[src/gsn_pkg.sv]
package gsn_pkg;

  // ------------------------------------------------------------
  // widths
  // ------------------------------------------------------------
  localparam int         GSN_AW         = 8;
  localparam int         GSN_DW         = 8;
  localparam int         GSN_NPLL       = 4;
  localparam int         GSN_SHADOW_AW  = 6;
  localparam int         GSN_SHADOW_N   = 64;
  localparam int         GSN_NLIVE      = 6;

  // ------------------------------------------------------------
  // register offsets
  // ------------------------------------------------------------
  localparam logic [7:0] GSN_OFS_REV     = 8'h01;
  localparam logic [7:0] GSN_OFS_STAT1   = 8'h02;
  localparam logic [7:0] GSN_OFS_NOTIFY1 = 8'h03;
  localparam logic [7:0] GSN_OFS_MASK1   = 8'h04;
  localparam logic [7:0] GSN_OFS_DIR     = 8'h05;
  localparam logic [7:0] GSN_OFS_STAT2   = 8'h06;
  localparam logic [7:0] GSN_OFS_NOTIFY2 = 8'h07;
  localparam logic [7:0] GSN_OFS_MASK2   = 8'h08;
  localparam logic [7:0] GSN_OFS_SHADOW_LO = 8'h10;
  localparam logic [7:0] GSN_OFS_SHADOW_HI = 8'h4f;

  // ------------------------------------------------------------
  // field positions
  // ------------------------------------------------------------
  localparam int         GSN_BIT_CAL_DONE = 0;
  localparam int         GSN_BIT_REF_LOSS = 2;
  localparam int         GSN_BIT_DEC      = 0;
  localparam int         GSN_BIT_INC      = 1;
  localparam int         GSN_SEL_LO       = 2;
  localparam int         GSN_SEL_HI       = 3;
  localparam int         GSN_LIVE_UNLOCK  = 2;

  // ------------------------------------------------------------
  // reset values
  // ------------------------------------------------------------
  localparam logic [7:0] GSN_RST_STATUS  = 8'h00;
  localparam logic [7:0] GSN_RST_NOTIFY  = 8'hff;
  localparam logic [3:0] GSN_RST_NOTIFY2 = 4'hf;
  localparam logic [7:0] GSN_RST_MASK    = 8'hff;
  localparam logic [7:0] GSN_RST_DIR     = 8'h00;
  localparam logic [7:0] GSN_RD_ZERO     = 8'h00;

  // revision code: arbitrary neutral value
  localparam logic [7:0] GSN_REV_DEFAULT = 8'h5a;

endpackage

[src/gsn_shadow_if.sv]
`timescale 1ns/100ps
interface gsn_shadow_if;
  import gsn_pkg::*;
  logic                     we;
  logic [GSN_SHADOW_AW-1:0] waddr;
  logic [GSN_DW-1:0]        wdata;
  logic                     re;
  logic [GSN_SHADOW_AW-1:0] raddr;
  logic [GSN_DW-1:0]        rdata;

  modport ctrl (output we, output waddr, output wdata, output re, output raddr, input rdata);
  modport mem  (input we, input waddr, input wdata, input re, input raddr, output rdata);
endinterface

[src/gsn_shadow_mem.sv]
`timescale 1ns/100ps
module gsn_shadow_mem
  import gsn_pkg::*;
(
  // clock
  input wire logic clk,
  // access port
  gsn_shadow_if.mem port
);

  logic [GSN_DW-1:0] store [GSN_SHADOW_N];

  // ------------------------------------------------------------
  // write
  // ------------------------------------------------------------
  always_ff @(posedge clk)
  begin
    if (port.we)
    begin
      store[port.waddr] <= port.wdata;
    end
  end

  // ------------------------------------------------------------
  // registered read
  // ------------------------------------------------------------
  always_ff @(posedge clk)
  begin
    if (port.re)
    begin
      port.rdata <= store[port.raddr];
    end
  end

endmodule // gsn_shadow_mem

[src/gsn_regs.sv]
// Behaviour
// - offsets 0x10 to 0x4f hold the volatile copy of stored settings
// - offset 0x01 returns a read-only revision code; writes ignored
// - status one bit 2 follows reference clock loss live
// - status one bit 0 shows rc calibration done live
// - notify one bit 2 is sticky reference clock loss, resets to one
// - mask one bit 2 at zero stops setting notify one bit 2; resets one
// - directive bits 3:2 pick the oscillator-control pll a to d
// - directive bit 1 requests one increment step; common when enable set
// - directive bit 0 requests one decrement step; common when enable set
// - status two bits 3:0 show live unlock of pll d,c,b,a
// - status bits and directive fields reset to zero
// - notify two bits 3:0 are sticky unlock copies, reset to one
// - mask two bit at zero stops setting matching notify two bit
`timescale 1ns/100ps
module gsn_regs
  import gsn_pkg::*;
#(
  parameter logic [7:0] REVISION = GSN_REV_DEFAULT
)
(
  // clock and reset
  input  wire logic                clk,
  input  wire logic                resetn,
  // register access
  input  wire logic                wr_en,
  input  wire logic                rd_en,
  input  wire logic [GSN_AW-1:0]   addr,
  input  wire logic [GSN_DW-1:0]   wdata,
  output logic      [GSN_DW-1:0]   rdata,
  output logic                     rd_valid,
  // live conditions from analog side
  input  wire logic                ref_clk_loss,
  input  wire logic                rc_cal_done,
  input  wire logic                first_pll_unlock,
  input  wire logic                second_pll_unlock,
  input  wire logic                third_pll_unlock,
  input  wire logic                fourth_pll_unlock,
  // common step enable from page register
  input  wire logic                common_step_en,
  // oscillator control
  output logic      [1:0]          dco_target,
  output logic      [GSN_NPLL-1:0] dco_step_up,
  output logic      [GSN_NPLL-1:0] dco_step_down
);

  // ------------------------------------------------------------
  // helpers
  // ------------------------------------------------------------
  function automatic logic [GSN_NPLL-1:0] step_vec(input logic [1:0] sel, input logic common);
    logic [GSN_NPLL-1:0] v;
    v = '0;
    v[sel] = 1'b1;
    return common ? {GSN_NPLL{1'b1}} : v;
  endfunction

  function automatic logic hit(input logic [GSN_AW-1:0] a, input logic [7:0] ofs);
    return a == ofs;
  endfunction

  // ------------------------------------------------------------
  // input synchronisers
  // ------------------------------------------------------------
  logic [GSN_NLIVE-1:0] raw;
  logic [GSN_NLIVE-1:0] sync1;
  logic [GSN_NLIVE-1:0] sync2;
  logic [GSN_NLIVE-1:0] sync3;
  logic [GSN_NLIVE-1:0] live;

  assign raw = {fourth_pll_unlock, third_pll_unlock, second_pll_unlock,
                first_pll_unlock, ref_clk_loss, rc_cal_done};

  always_ff @(posedge clk or negedge resetn)
  begin
    if (!resetn)
    begin
      sync1 <= '0;
      sync2 <= '0;
      sync3 <= '0;
    end
    else
    begin
      sync1 <= raw;
      sync2 <= sync1;
      sync3 <= sync2;
    end
  end

  // a change is taken once stages two and three agree
  always_ff @(posedge clk or negedge resetn)
  begin
    if (!resetn)
    begin
      live <= '0;
    end
    else
    begin
      for (int i = 0; i < GSN_NLIVE; i++)
      begin
        if (sync2[i] == sync3[i])
        begin
          live[i] <= sync3[i];
        end
      end
    end
  end

  logic                ref_loss_live;
  logic                cal_done_live;
  logic [GSN_NPLL-1:0] unlock_live;

  assign cal_done_live = live[0];
  assign ref_loss_live = live[1];
  assign unlock_live   = live[GSN_LIVE_UNLOCK +: GSN_NPLL];

  // ------------------------------------------------------------
  // notify and mask registers
  // ------------------------------------------------------------
  logic [GSN_DW-1:0]   notify_one;
  logic [GSN_DW-1:0]   mask_one;
  logic [GSN_NPLL-1:0] notify_two;
  logic [GSN_DW-1:0]   mask_two;
  logic [GSN_DW-1:0]   directive;
  logic                wr_dir;

  assign wr_dir = wr_en && hit(addr, GSN_OFS_DIR);

  always_ff @(posedge clk or negedge resetn)
  begin
    if (!resetn)
    begin
      mask_one <= GSN_RST_MASK;
      mask_two <= GSN_RST_MASK;
    end
    else if (wr_en)
    begin
      if (hit(addr, GSN_OFS_MASK1))
      begin
        mask_one <= wdata;
      end
      if (hit(addr, GSN_OFS_MASK2))
      begin
        mask_two <= wdata;
      end
    end
  end

  // spare bits store plainly; sticky bits clear by writing one, set wins
  always_ff @(posedge clk or negedge resetn)
  begin
    if (!resetn)
    begin
      notify_one <= GSN_RST_NOTIFY;
    end
    else
    begin
      if (wr_en && hit(addr, GSN_OFS_NOTIFY1))
      begin
        notify_one <= wdata;
        notify_one[GSN_BIT_REF_LOSS] <= notify_one[GSN_BIT_REF_LOSS]
                                        & ~wdata[GSN_BIT_REF_LOSS];
      end
      if (ref_loss_live && mask_one[GSN_BIT_REF_LOSS])
      begin
        notify_one[GSN_BIT_REF_LOSS] <= 1'b1;
      end
    end
  end

  always_ff @(posedge clk or negedge resetn)
  begin
    if (!resetn)
    begin
      notify_two <= GSN_RST_NOTIFY2;
    end
    else
    begin
      notify_two <= (notify_two & ~((wr_en && hit(addr, GSN_OFS_NOTIFY2)) ?
                                   wdata[GSN_NPLL-1:0] : '0))
                  | (unlock_live & mask_two[GSN_NPLL-1:0]);
    end
  end

  // ------------------------------------------------------------
  // oscillator directive
  // ------------------------------------------------------------
  always_ff @(posedge clk or negedge resetn)
  begin
    if (!resetn)
    begin
      directive <= GSN_RST_DIR;
    end
    else if (wr_dir)
    begin
      directive <= wdata;
    end
  end

  always_ff @(posedge clk or negedge resetn)
  begin
    if (!resetn)
    begin
      dco_target    <= '0;
      dco_step_up   <= '0;
      dco_step_down <= '0;
    end
    else
    begin
      dco_target    <= directive[GSN_SEL_HI:GSN_SEL_LO];
      dco_step_up   <= (wr_dir && wdata[GSN_BIT_INC]) ?
                       step_vec(wdata[GSN_SEL_HI:GSN_SEL_LO], common_step_en) : '0;
      dco_step_down <= (wr_dir && wdata[GSN_BIT_DEC]) ?
                       step_vec(wdata[GSN_SEL_HI:GSN_SEL_LO], common_step_en) : '0;
    end
  end

  // ------------------------------------------------------------
  // stored settings shadow
  // ------------------------------------------------------------
  gsn_shadow_if shadow ();

  logic in_shadow;

  assign in_shadow    = (addr >= GSN_OFS_SHADOW_LO) && (addr <= GSN_OFS_SHADOW_HI);
  assign shadow.we    = wr_en && in_shadow;
  assign shadow.waddr = GSN_SHADOW_AW'(addr - GSN_OFS_SHADOW_LO);
  assign shadow.wdata = wdata;
  assign shadow.re    = rd_en && in_shadow;
  assign shadow.raddr = GSN_SHADOW_AW'(addr - GSN_OFS_SHADOW_LO);

  gsn_shadow_mem u_shadow (
    .clk  (clk),
    .port (shadow)
  );

  // ------------------------------------------------------------
  // read path: two cycles for every address
  // ------------------------------------------------------------
  logic [GSN_DW-1:0] next_rd;
  logic [GSN_DW-1:0] rd_hold;
  logic              rd_pend;
  logic              rd_from_mem;

  always_comb
  begin
    next_rd = GSN_RD_ZERO;
    unique case (addr)
      GSN_OFS_REV:     next_rd = REVISION;
      GSN_OFS_STAT1:
      begin
        next_rd[GSN_BIT_REF_LOSS] = ref_loss_live;
        next_rd[GSN_BIT_CAL_DONE] = cal_done_live;
      end
      GSN_OFS_NOTIFY1: next_rd = notify_one;
      GSN_OFS_MASK1:   next_rd = mask_one;
      GSN_OFS_DIR:     next_rd = directive;
      GSN_OFS_STAT2:   next_rd[GSN_NPLL-1:0] = unlock_live;
      GSN_OFS_NOTIFY2: next_rd[GSN_NPLL-1:0] = notify_two;
      GSN_OFS_MASK2:   next_rd = mask_two;
      default:         next_rd = GSN_RD_ZERO;
    endcase
  end

  always_ff @(posedge clk or negedge resetn)
  begin
    if (!resetn)
    begin
      rd_hold     <= GSN_RD_ZERO;
      rd_pend     <= 1'b0;
      rd_from_mem <= 1'b0;
    end
    else
    begin
      rd_pend <= rd_en;
      if (rd_en)
      begin
        rd_hold     <= next_rd;
        rd_from_mem <= in_shadow;
      end
    end
  end

  always_ff @(posedge clk or negedge resetn)
  begin
    if (!resetn)
    begin
      rdata    <= GSN_RD_ZERO;
      rd_valid <= 1'b0;
    end
    else
    begin
      rd_valid <= rd_pend;
      if (rd_pend)
      begin
        rdata <= rd_from_mem ? shadow.rdata : rd_hold;
      end
    end
  end

endmodule // gsn_regs

[config.mk]
export PLATFORM = sky130hd
export DESIGN_NAME = gsn_regs
export DESIGN_NICKNAME = d
export VERILOG_FILES = /design/src/gsn_pkg.sv /design/src/gsn_shadow_if.sv /design/src/gsn_shadow_mem.sv /design/src/gsn_regs.sv
export SDC_FILE = /design/constraint.sdc
export NUM_CORES = 1
export LEC_CHECK = 0
export ABC_CLOCK_PERIOD_IN_PS = 3510
export BUFFER_PORTS_ARGS = -buffer_cell sky130_fd_sc_hd__buf_2
export CORE_MARGIN = 2
export CORE_UTILIZATION = 60
export CTS_CLUSTER_SIZE = 8
export DETAILED_ROUTE_END_ITERATION = 10
export PLACE_DENSITY = 0.77
export SKIP_LAST_GASP = 1
export SLEW_MARGIN = 30
export SYNTH_ARGS = -nofsm -noshare
export SYNTH_HDL_FRONTEND = slang
export SYNTH_HIERARCHICAL = 1
export SYNTH_SLANG_ARGS = --single-unit
export TNS_END_PERCENT = 10
[constraint.sdc]
create_clock -name clk -period 3.51 [get_ports clk]
set_clock_uncertainty 0.2 [all_clocks]
set_input_delay 0.1755 -clock clk [delete_from_list [all_inputs] [get_ports clk]]
set_output_delay 0.1755 -clock clk [all_outputs]
set_load 0.01 [all_outputs]
==> Flow_metrics.wiki, run 1 <==
{| class="wikitable"
! Metric !! Value
|-
| Result of the run || finished, violations left
|-
| Failing checks || hold timing
|-
| Die width || 204 um
|-
| Pin count of the biggest net entering global routing || 90
|-
| Vertical die dimension || 204 um
|-
| Number of rows in the core area || 73
|-
| Num CTS Buffers || 86
|-
| Total area of multi-input combinational cells || approximately 5700 um^2
|-
| VDD IR-drop max || 0.000360 V
|-
| Global-route wire length before repair || 83.1 mm
|-
| Number of ports placed on the die boundary || 46
|-
| Startpoint-to-endpoint class of the critical path || input port to flip-flop
|-
| CTS tree || built
|-
| Synthesized flop and latch total || 609
|-
| Total wirelength of the detailed-routed design || approximately 55 mm
|-
| EDFF count, synth || 520
|-
| Commonest non-fill, non-tap cell in the layout || sky130_fd_sc_hd__edfxtp_1
|-
| Setup repair after global routing missed its margin || false
|-
| Simple-gate portion of the synthesized area || 4.47%
|-
| Synthesized instance count || ~1200
|-
| Fraction of layout instances using a drive strength above 1 || 30.6%
|-
| Tcrit/Tclk final || 86.7%
|-
| Post-detailed-route count of antenna-violating nets || 0
|-
| Type of the worst min-delay path || input port to async pin
|-
| Max-slew violation total from the final report || 0
|-
| Count of distinct cell types in the synthesized netlist || 64
|-
| Synth area leaders || sky130_fd_sc_hd__edfxtp_1 65%, sky130_fd_sc_hd__mux4_2 12%, sky130_fd_sc_hd__dfrtp_1 6.4%, sky130_fd_sc_hd__dfstp_2 3.1%, sky130_fd_sc_hd__mux2_2 1.7%
|-
| Sum of net half-perimeters after detailed placement || 32.3 mm
|-
| Worst Hold Margin || -0.0296 ns
|-
| Yosys warnings || 6
|-
| Sinks on the clock net || about 610
|-
| Achievable Freq || between 0.3 and 0.4 GHz
|-
| Post-route minimum period || 3.04 ns
|-
| Non-filler instance count after layout || slightly below 2000
|-
| Synth Area in Compound Gates || 3.26%
|-
| Final setup fails || 0
|-
| Gpl congestion || 0.838
|-
| Final nets || ~1500
|-
| Placed Cells || 1843
|-
| IO buf count || 45
|-
| DRT Pass-1 Iters || 6
|-
| Average detailed-routed wire length per instance || 27.6 um
|-
| Die Outline Area || 41700 um^2
|-
| Post-DR vias/cell || 6.53
|-
| Commonest cells after routing, fill and taps aside || 520 x sky130_fd_sc_hd__edfxtp_1, 127 x sky130_fd_sc_hd__mux4_2, 106 x sky130_fd_sc_hd__nor2_1
|-
| Mean area per synthesized cell || 19.4 um^2
|-
| Mux cell area share after synthesis || 15.7%
|-
| Via Count || 13000
|-
| Clock H-tree levels || 3
|-
| Iteration-0 DRC Markers || 1559
|-
| Main combinational cell family by area after synthesis || multiplexers
|-
| Netlist Area Pre-Place || 24000 um^2
|-
| PostCTS Resize Cnt || 0
|-
| Ant. Diodes || 0
|-
| Final global-route overflow total || 0
|-
| Sequential cell area fraction in the yosys report || 74.4%
|-
| Worst EP arrival || 3.16 ns
|-
| Initial standard-cell utilization of the core || 60.6%
|-
| Max-Cap Viols || 0
|-
| Slew of the pin with the lowest slew margin || 0.995 ns
|-
| Remaining max-slew budget at the tightest pin || 33.7%
|-
| Placeable core region || 39600 um^2
|-
| Area taken by flip-flops and latches || 17900 um^2
|-
| Most used flip-flop cell after synthesis || sky130_fd_sc_hd__edfxtp_1
|-
| Total routing usage reported by global routing || roughly 27%
|-
| Post-synth top area cell || sky130_fd_sc_hd__edfxtp_1
|-
| Power density of the placed cells || 580 nW/um^2
|-
| Vias in the first global route || 13500
|-
| Setup ws final || 0.467 ns
|-
| Clock Root Buffer || sky130_fd_sc_hd__clkbuf_16
|-
| Register clock-pin slew on the reported worst setup and hold paths || 0.05 ns
|-
| Post-layout util || 70.6%
|-
| Crit start category || input port
|-
| Top-area cell type share of the netlist area || 65.0%
|-
| Type of element capturing the critical path || flip-flop
|-
| Post-synthesis async set-or-reset flop share || 14.6%
|-
| Worst-path fanout max || 16
|-
| Final hold violation count || 34
|-
| TNS Setup || 0 ns
|-
| Area share of xor/xnor cells in the synthesized design || 0%
|-
| Adder-cell area share of the yosys netlist || 0.406%
|-
| CP Data Required Time || 3.63 ns
|-
| CTS Buffer Depth || 3
|-
| Final routed DRC violation total || 0
|-
| Number of antenna violations at the first check in global routing || 0
|-
| Clock insertion delay at the later pin of the skew report || between 0.6 and 0.7 ns
|-
| FF-to-FF setup slack || 1.04 ns
|-
| Worst setup slack after placement || 0.309 ns
|-
| Number of fill cells || 2339
|-
| Mapped Nets || 1268
|-
| Layout-stage area growth over the synthesis result || 16.4%
|-
| Pleak || 9.58 nW
|}
-- cells by family (layout without fill, tap and decap cells) --
family | count (synthesis) | after routing
flip-flops | 609 | 609
AO/OA/AOI/OAI | 108 | 108
AND/OR/NAND/NOR | 226 | 226
multiplexers | 211 | 211
adder cells (fa/ha/maj) | 9 | 9
buffers and inverters | 75 | 298
-- path summary, 6_finish.rpt --
check                                                    to  cells after the start                            start
max                          u_shadow/store[0][4]$_DFFE_PP_                     10                          addr[2]
min                              dco_step_down[3]$_DFF_PN0_                      2                           resetn
max reg2reg                u_shadow/port.rdata[6]$_DFFE_PP_                      6  u_shadow/store[28][6]$_DFFE_PP_
min reg2reg                              sync2[5]$_DFF_PN0_                      0               sync1[5]$_DFF_PN0_
max in group asynchronous         notify_one[5]$_DFFE_PN1P_                      3                           resetn
min in group clk                         sync1[5]$_DFF_PN0_                      2                fourth_pll_unlock
-- flip-flops by register name (all words and copies together), names as in the netlist --
name / cells
sync3: 6
rdata: 8
dco_step_down: 4
mask_two: 8
u_shadow/store: 512
rd_from_mem: 1
sync1: 6
rd_hold: 8
dco_step_up: 4
sync2: 6
notify_two: 4
dco_target: 2
mask_one: 8
rd_pend: 1
directive: 8
live: 6
rd_valid: 1
u_shadow/port.rdata: 8
notify_one: 8
-- routing by layer --
metal | wire (um) | vias up | track usage [%]
li1 | - | 5378 | -
met1 | 21400 | 6703 | 37.5
met2 | 26600 | 765 | 43.3
met3 | 5220 | 132 | 5.85
met4 | 1690 | 0 | 10.2
met5 | 0 | - | 0.714
-- worst max-delay path, stage by stage --
cell                            delay, ns
sky130_fd_sc_hd__dlygate4sd3_1       0.52
sky130_fd_sc_hd__buf_4               0.23
sky130_fd_sc_hd__nand2_1             0.18
sky130_fd_sc_hd__o311a_1             0.40
sky130_fd_sc_hd__nor4b_1             0.26
sky130_fd_sc_hd__buf_4               0.23
sky130_fd_sc_hd__nor2b_1             0.26
sky130_fd_sc_hd__nand2_1             0.35
sky130_fd_sc_hd__nor2_1              0.32
sky130_fd_sc_hd__buf_4               0.21
-- cell type report --
cell class              count  share of cell area (%)
repair buffers            169                    4.62
inverters                  11                   0.148
well taps                 525                    2.35
flip-flops and latches    609                    63.9
clock inverters             7                   0.367
clock buffers             111                    8.10
multi-input cells         554                    20.5
-- metrics by stage --
stage | area (um^2) | hold WS [ns] | total power [W]
6_report | 28000 | -0.0296 | 0.0162
2_1_floorplan | 24000 | -0.320 | 0.00864
3_5_place_dp | 25400 | 0.0848 | 0.00900
3_3_place_gp | 25400 | 0.0832 | 0.00897
4_1_cts | 28000 | 0.000998 | 0.0163
5_1_grt | 28000 | 0.0272 | 0.0167
-- power breakdown --
part | switching (W) | total, W | internal, W
registers | 0.0000515 | 0.00804 | 0.00799
logic | 0.000521 | 0.000857 | 0.000336
clock network | 0.00287 | 0.00733 | 0.00446
-- cells in the mapped netlist (5+ instances only) --
cell and number:
sky130_fd_sc_hd__edfxtp_1 520, sky130_fd_sc_hd__mux4_2 127, sky130_fd_sc_hd__nor2_1 106, sky130_fd_sc_hd__dfrtp_1 61
sky130_fd_sc_hd__mux2i_1 41, sky130_fd_sc_hd__mux2_2 37, sky130_fd_sc_hd__nand2_1 35, sky130_fd_sc_hd__dfstp_2 28
sky130_fd_sc_hd__clkbuf_1 25, sky130_fd_sc_hd__a21oi_1 23, sky130_fd_sc_hd__nor2b_1 20, sky130_fd_sc_hd__nand3_1 16
sky130_fd_sc_hd__buf_2 14, sky130_fd_sc_hd__buf_4 13, sky130_fd_sc_hd__nor3_1 11, sky130_fd_sc_hd__o21ai_0 11
sky130_fd_sc_hd__inv_1 10, sky130_fd_sc_hd__o221ai_1 9, sky130_fd_sc_hd__nand2b_1 8, sky130_fd_sc_hd__o22ai_1 8
sky130_fd_sc_hd__o2bb2ai_1 8, sky130_fd_sc_hd__nand3b_1 7, sky130_fd_sc_hd__a221oi_1 6, sky130_fd_sc_hd__maj3_1 6
sky130_fd_sc_hd__mux2_4 6, sky130_fd_sc_hd__buf_1 5, sky130_fd_sc_hd__buf_6 5
-- repair_timing --
item | CTS | global route
hold buffers | 25 | 0
hold endpoints to repair | 219 | 0
setup buffers | 0 | 0
(Power assumes the default switching activity.)
==> run 2, diff against run 1 <==
--- a/config.mk
+++ b/config.mk
@@ -11,7 +11,7 @@
 export CORE_UTILIZATION = 60
 export CTS_CLUSTER_SIZE = 8
 export DETAILED_ROUTE_END_ITERATION = 10
-export PLACE_DENSITY = 0.77
+export PLACE_DENSITY = 0.88
 export SKIP_LAST_GASP = 1
 export SLEW_MARGIN = 30
 export SYNTH_ARGS = -nofsm -noshare
==> Flow_metrics.wiki, run 2 (synthesis gave the netlist of run 1 again) <==
{| class="wikitable"
! Metric !! Value
|-
| Worst setup slack after placement || 0.0869 ns (-0.222 ns)
|-
| Tcrit/Tclk final || 98.8% (+12 points)
|-
| Max incr delay on CP || 0.62 ns (+0.10 ns)
|-
| Average detailed-routed wire length per instance || 31.1 um (+13%)
|-
| Achievable Freq || 0.288 GHz (-12%)
|-
| Final setup fails || 0 (unchanged)
|-
| Worst r2r src || u_shadow/store[29][6]$_DFFE_PP_
|-
| Pleak || 9.57 nW (about the same)
|-
| Initial standard-cell utilization of the core || 60.6% (unchanged)
|-
| Total routing usage reported by global routing || 30.1% (+2.9 points)
|-
| Layout-stage area growth over the synthesis result || 16.3%
|-
| CTS tree || built
|-
| Type of element capturing the critical path || flip-flop
|-
| Number of ports placed on the die boundary || 46 (unchanged)
|-
| Placed Cells || 1842 (-0.054%)
|-
| Number of rows in the core area || 73 (unchanged)
|-
| Met3 usage || 6.49% (+0.64 points)
|-
| Result of the run || finished clean
|-
| Met1 Usage GRT || 39.7% (+2.2 points)
|-
| Critical-path top delay cell || sky130_fd_sc_hd__nor4b_1
|-
| Commonest cells after routing, fill and taps aside || 520 x sky130_fd_sc_hd__edfxtp_1, 127 x sky130_fd_sc_hd__mux4_2, 106 x sky130_fd_sc_hd__nor2_1
|-
| Die Outline Area || 41700 um^2 (unchanged)
|-
| Pin count of the biggest net entering global routing || 90 (unchanged)
|-
| IO buf count || 45 (unchanged)
|-
| Max-Cap Viols || 0 (unchanged)
|-
| Gpl congestion || 0.891 (+6.3%)
|-
| Num CTS Buffers || 86 (unchanged)
|-
| TNS Setup || 0 ns (unchanged)
|-
| Via Count || 13800 (+6.5%)
|-
| Clock insertion delay at the later pin of the skew report || 0.61 ns (about the same)
|-
| Post-route standard cell area excluding fillers || 27900 um^2 (-0.10%)
|-
| Post-DR vias/cell || 6.98 (+6.8%)
|-
| Ant. Diodes || 0 (unchanged)
|-
| Iteration-0 DRC Markers || 2003 (+28%)
|-
| Fraction of layout instances using a drive strength above 1 || 30.6% (-0.032 points)
|-
| VDD IR-drop max || 0.000397 V (+10%)
|-
| Power density of the placed cells || 585 nW/um^2 (+0.86%)
|-
| Final nets || 1457 (-0.27%)
|-
| Worst-path fanout max || 7 (-9)
|-
| Vias in the first global route || 14000 (+3.2%)
|-
| Total wirelength of the detailed-routed design || 61.7 mm (+12%)
|-
| Crit path buf inv count || 5 (+1)
|-
| CTS Buffer Depth || 3 (unchanged)
|-
| Sum of net half-perimeters after detailed placement || 33.2 mm (+2.8%)
|-
| Vertical die dimension || 204 um (unchanged)
|-
| Cells along the critical path || dlygate4sd3_1, buf_2, inv_1, o311a_1, nor4b_1, buf_4, nand3_1, nor2_1, buf_4
|-
| Crit start category || input port
|-
| Final hold violation count || 0 (-100%)
|-
| Slew of the pin with the lowest slew margin || 0.970 ns (-0.0252 ns)
|-
| Register clock-pin slew on the reported worst setup and hold paths || 0.05 ns (about the same)
|-
| Clock Root Buffer || sky130_fd_sc_hd__clkbuf_16
|-
| Number of antenna violations at the first check in global routing || 0 (unchanged)
|-
| Family with the most delay on the worst path || simple AND/OR/NAND/NOR gates
|-
| Routing usage on met2 || 49.4% (+6.1 points)
|-
| PostCTS Resize Cnt || 0 (unchanged)
|-
| Final routed DRC violation total || 0 (unchanged)
|-
| Remaining max-slew budget at the tightest pin || 35.3% (+1.7 points)
|-
| Number of flip-flops in the largest register || 512 (unchanged)
|-
| Worst Hold Margin || 0.0221 ns (+0.0517 ns)
|-
| Setup repair after global routing missed its margin || false
|-
| CP Data Required Time || 3.61 ns (-0.02 ns)
|-
| Most Used Layer, Global Route || met2
|-
| Max-slew violation total from the final report || 0 (unchanged)
|-
| Final global-route overflow total || 0 (unchanged)
|-
| Commonest non-fill, non-tap cell in the layout || sky130_fd_sc_hd__edfxtp_1
|-
| Startpoint-to-endpoint class of the critical path || input port to flip-flop
|-
| Cell repeated most along the worst path || sky130_fd_sc_hd__buf_4
|-
| Launching instance or port of the critical path || addr[3]
|-
| Worst EP arrival || 3.57 ns (+0.41 ns)
|-
| Setup ws final || 0.0425 ns (-0.424 ns)
|-
| Type of the worst min-delay path || input port to flip-flop
|-
| Most flop-heavy register || u_shadow/store
|-
| Global-route wire length before repair || 90.4 mm (+8.8%)
|-
| Placeable core region || 39600 um^2 (unchanged)
|-
| DRT Pass-1 Iters || 8 (+2)
|-
| Die width || 204 um (unchanged)
|-
| Clock H-tree levels || 3 (unchanged)
|-
| Post-detailed-route count of antenna-violating nets || 0 (unchanged)
|-
| Post-detailed-placement cell area || 25300 um^2 (about the same)
|-
| Non-filler instance count after layout || 1981 (-0.25%)
|-
| Sinks on the clock net || 609 (unchanged)
|-
| Worst hold path startpoint || ref_clk_loss
|-
| Setup bufs post-CTS || 0 (unchanged)
|-
| Post-route minimum period || 3.47 ns (+0.424 ns)
|}
==> run 2: changes by cell type in the layout (fill, tap and decap cells not counted) <==
cell | previous run | this run
sky130_fd_sc_hd__a2111oi_1 | 0 | 2
sky130_fd_sc_hd__a2111oi_0 | 2 | 0
sky130_fd_sc_hd__nor4_2 | 1 | 0
sky130_fd_sc_hd__buf_4 | 98 | 99
sky130_fd_sc_hd__nor4_1 | 3 | 4
sky130_fd_sc_hd__buf_2 | 40 | 38
sky130_fd_sc_hd__clkbuf_16 | 87 | 89
sky130_fd_sc_hd__inv_16 | 1 | 0
sky130_fd_sc_hd__buf_12 | 4 | 5
sky130_fd_sc_hd__clkinv_8 | 4 | 2
sky130_fd_sc_hd__dlygate4sd3_1 | 25 | 21
==> run 2: timing repair <==
action / 4_1_cts / 5_1_grt
endpoints found under the hold margin: 214 / 104
endpoints found under the setup margin: 0 / 0
hold buffers: 18 / 3
==> run 2: area by class of cell <==
class	count	area, um^2
sequential	609	17900
multi-input combinational	554	5740
tap	525	657
fill	2188	11700
clock buffer	113	2320
clock inverter	4	50.0
inverter	11	41.3
timing repair buffer	165	1270
==> run 2: through the flow <==
| step | total power, W | utilization [%] |
|---|---|---|
| 2_1_floorplan | 0.00864 | - |
| 3_3_place_gp | 0.00896 | 63.9 |
| 3_5_place_dp | 0.00899 | 63.9 |
| 4_1_cts | 0.0164 | 70.4 |
| 5_1_grt | 0.0167 | 70.5 |
| 6_report | 0.0164 | 70.5 |
==> run 2: worst paths after layout <==
path                                                    end  slack, ns  cells past startpoint
setup / recovery            u_shadow/store[37][6]$_DFFE_PP_       0.04                      9
hold / removal                           sync1[1]$_DFF_PN0_       0.02                      2
setup reg to reg           u_shadow/port.rdata[6]$_DFFE_PP_       0.59                      5
hold reg to reg                          sync2[5]$_DFF_PN0_       0.16                      0
max in group asynchronous                sync1[3]$_DFF_PN0_       2.58                      2
min in group asynchronous           dco_target[1]$_DFF_PN0_       0.03                      2
==> run 2: per-layer routing <==
metal  vias to the layer above  wire [um]
li1                       5366          -
met1                      7000      21400
met2                      1238      30700
met3                       218       6830
met4                         0       2790
met5                         -          0
==> run 2: where the power goes <==
group	total (W)	switching, W	internal, W	leakage [nW]
clock network	0.00741	0.00288	0.00453	1.15
logic	0.000888	0.000554	0.000333	2.69
registers	0.00805	0.0000610	0.00799	5.73
==> run 3, diff against run 2 <==
--- a/config.mk
+++ b/config.mk
@@ -8,10 +8,11 @@
 export ABC_CLOCK_PERIOD_IN_PS = 3510
 export BUFFER_PORTS_ARGS = -buffer_cell sky130_fd_sc_hd__buf_2
 export CORE_MARGIN = 2
-export CORE_UTILIZATION = 60
+export CORE_UTILIZATION = 49
 export CTS_CLUSTER_SIZE = 8
 export DETAILED_ROUTE_END_ITERATION = 10
-export PLACE_DENSITY = 0.88
+export PLACE_DENSITY = 0.76
+export REMOVE_ABC_BUFFERS = 1
 export SKIP_LAST_GASP = 1
 export SLEW_MARGIN = 30
 export SYNTH_ARGS = -nofsm -noshare
==> Flow_metrics.wiki, run 3 (synthesis gave the netlist of run 1 again) <==
{| class="wikitable"
! Metric !! Value
|-
| Startpoint-to-endpoint class of the critical path || input port to flip-flop
|-
| Crit start category || input port
|-
| Initial standard-cell utilization of the core || 49.4% (-11 points)
|-
| Post-detailed-placement cell area || 25600 um^2 (+0.97%)
|-
| Power density of the placed cells || 574 nW/um^2 (-1.9%)
|-
| Max-slew violation total from the final report || 0 (unchanged)
|-
| Global-route wire length before repair || 82.9 mm (-8.3%)
|-
| Die Outline Area || 50800 um^2 (+22%)
|-
| CTS Buffer Depth || 3 (unchanged)
|-
| Placeable core region || 48600 um^2 (+23%)
|-
| Result of the run || finished clean
|-
| TNS Setup || 0 ns (unchanged)
|-
| Most flop-heavy register || u_shadow/store
|-
| Ant. Diodes || 0 (unchanged)
|-
| Via Count || 12900 (-6.8%)
|-
| Final hold violation count || 0 (unchanged)
|-
| Post-route standard cell area excluding fillers || 28100 um^2 (+0.61%)
|-
| CTS tree || built
|-
| Final nets || 1473 (+1.1%)
|-
| Average detailed-routed wire length per instance || 26.4 um (-15%)
|-
| Setup bufs post-CTS || 0 (unchanged)
|-
| DRT Pass-1 Iters || 7 (-1)
|-
| Number of ports placed on the die boundary || 46 (unchanged)
|-
| VDD IR-drop max || 0.000370 V (-6.7%)
|-
| Vias in the first global route || 13100 (-6.0%)
|-
| Type of element capturing the critical path || flip-flop
|-
| Num CTS Buffers || 86 (unchanged)
|-
| Slew of the pin with the lowest slew margin || 0.887 ns (-0.0832 ns)
|-
| IO buf count || 45 (unchanged)
|-
| Register clock-pin slew on the reported worst setup and hold paths || 0.05 ns (about the same)
|-
| Number of fill cells || 3460 (+58%)
|-
| Max-Cap Viols || 0 (unchanged)
|-
| Gpl congestion || 0.828 (-7.0%)
|-
| Final setup fails || 0 (unchanged)
|-
| Clock Root Buffer || sky130_fd_sc_hd__clkbuf_16
|-
| Worst EP arrival || 3.28 ns (-0.29 ns)
|-
| Worst setup slack after placement || 0.224 ns (+0.138 ns)
|-
| Tcrit/Tclk final || 89.9% (-8.9 points)
|-
| Pleak || 9.61 nW (+0.42%)
|-
| Fraction of layout instances using a drive strength above 1 || 31.4% (+0.81 points)
|-
| Worst Hold Margin || 0.00829 ns (-0.0138 ns)
|-
| Setup ws final || 0.354 ns (+0.311 ns)
|-
| Number of antenna violations at the first check in global routing || 2 (+2)
|-
| Iteration-0 DRC Markers || 1591 (-21%)
|-
| Worst-path fanout max || 7 (unchanged)
|-
| Total wirelength of the detailed-routed design || 55.0 mm (-11%)
|-
| Post-detailed-route count of antenna-violating nets || 0 (unchanged)
|-
| Sinks on the clock net || 609 (unchanged)
|-
| Post-route minimum period || 3.16 ns (-0.311 ns)
|-
| Remaining max-slew budget at the tightest pin || 40.9% (+5.5 points)
|-
| Clock insertion delay at the later pin of the skew report || 0.62 ns (about the same)
|-
| Number of flip-flops in the largest register || 512 (unchanged)
|-
| Commonest cells after routing, fill and taps aside || 520 x sky130_fd_sc_hd__edfxtp_1, 127 x sky130_fd_sc_hd__mux4_2, 113 x sky130_fd_sc_hd__buf_4
|-
| Total routing usage reported by global routing || 22.2% (-7.8 points)
|-
| Pin count of the biggest net entering global routing || 90 (unchanged)
|-
| Die width || 225 um (+10%)
|-
| Sum of net half-perimeters after detailed placement || 33.6 mm (+1.1%)
|-
| Final routed DRC violation total || 0 (unchanged)
|-
| Vertical die dimension || 225 um (+10%)
|-
| Achievable Freq || 0.317 GHz (+9.9%)
|-
| Final global-route overflow total || 0 (unchanged)
|-
| Post-DR vias/cell || 6.17 (-12%)
|-
| Number of rows in the core area || 81 (+11%)
|-
| Layout-stage area growth over the synthesis result || 17.0%
|-
| Commonest non-fill, non-tap cell in the layout || sky130_fd_sc_hd__edfxtp_1
|-
| Type of the worst min-delay path || input port to async pin
|-
| CP Data Required Time || 3.64 ns (+0.03 ns)
|-
| Setup repair after global routing missed its margin || false
|-
| Clock H-tree levels || 3 (unchanged)
|}
run 3: changes by cell type in the layout (fill, tap and decap cells not counted), moves of 2 or more:
cell,delta
sky130_fd_sc_hd__buf_2,+2
sky130_fd_sc_hd__buf_4,+14
sky130_fd_sc_hd__clkbuf_1,-5
sky130_fd_sc_hd__a2111oi_1,-2
sky130_fd_sc_hd__clkbuf_16,-2
sky130_fd_sc_hd__a2111oi_0,+2
run 3: layer usage:
| metal | global-route usage [%] | vias to the layer above | share of wire (%) |
|---|---|---|---|
| li1 | - | 5386 | - |
| met3 | 3.92 | 120 | 8.1 |
| met2 | 35.7 | 720 | 49 |
| met5 | 0 | - | 0 |
| met4 | 9.14 | 0 | 3.4 |
| met1 | 30.4 | 6659 | 39 |
run 3: layout make-up:
| type | count | area, um^2 | share of cell area (%) |
|---|---|---|---|
| tap | 622 | 778 | 2.77 |
| multi-input combinational | 554 | 5740 | 20.4 |
| timing repair buffer | 181 | 1380 | 4.89 |
| inverter | 11 | 41.3 | 0.147 |
| clock buffer | 106 | 2250 | 8.00 |
| clock inverter | 5 | 58.8 | 0.209 |
| sequential | 609 | 17900 | 63.6 |
run 3: final timing paths:
path / start / slack [ns] / cells past startpoint / to
max: addr[3] / 0.35 / 10 / u_shadow/store[26][4]$_DFFE_PP_
min: resetn / 0.008 / 2 / rd_hold[1]$_DFFE_PN0P_
max reg2reg: u_shadow/store[24][4]$_DFFE_PP_ / 0.98 / 5 / u_shadow/port.rdata[4]$_DFFE_PP_
min reg2reg: sync1[0]$_DFF_PN0_ / 0.15 / 0 / sync2[0]$_DFF_PN0_
max in group asynchronous: resetn / 2.57 / 2 / rd_hold[5]$_DFFE_PN0P_
min in group clk: ref_clk_loss / 0.02 / 2 / sync1[1]$_DFF_PN0_
run 3: timing repair:
action	CTS	global route
hold buffers	21	1
endpoints found under the hold margin	214	48
gates resized for setup	0	0
endpoints found under the setup margin	0	0
run 3: worst max-delay path, stage by stage:
cell and delay, ns:
sky130_fd_sc_hd__dlygate4sd3_1 0.58, sky130_fd_sc_hd__buf_2 0.25, sky130_fd_sc_hd__inv_1 0.13, sky130_fd_sc_hd__o311a_1 0.40
sky130_fd_sc_hd__nor4b_1 0.27, sky130_fd_sc_hd__buf_4 0.23, sky130_fd_sc_hd__nor2b_1 0.26, sky130_fd_sc_hd__nand2_1 0.46
sky130_fd_sc_hd__nor2_1 0.32, sky130_fd_sc_hd__buf_4 0.19
run 3: report_power, final:
part	internal [W]	switching (W)	total [W]
Sequential	0.00799	0.0000521	0.00804
Clock	0.00441	0.00281	0.00722
Combinational	0.000340	0.000528	0.000868
Total	0.0127	0.00339	0.0161
run 3: stage by stage:
step                util [%]  instances  power (W)
floorplan                  -       1174    0.00853
global route            57.8       2088     0.0166
detailed placement      52.6       1955    0.00901
finish                  57.8       2088     0.0161
CTS                     57.8       2087     0.0162
global placement        52.6       1955    0.00899
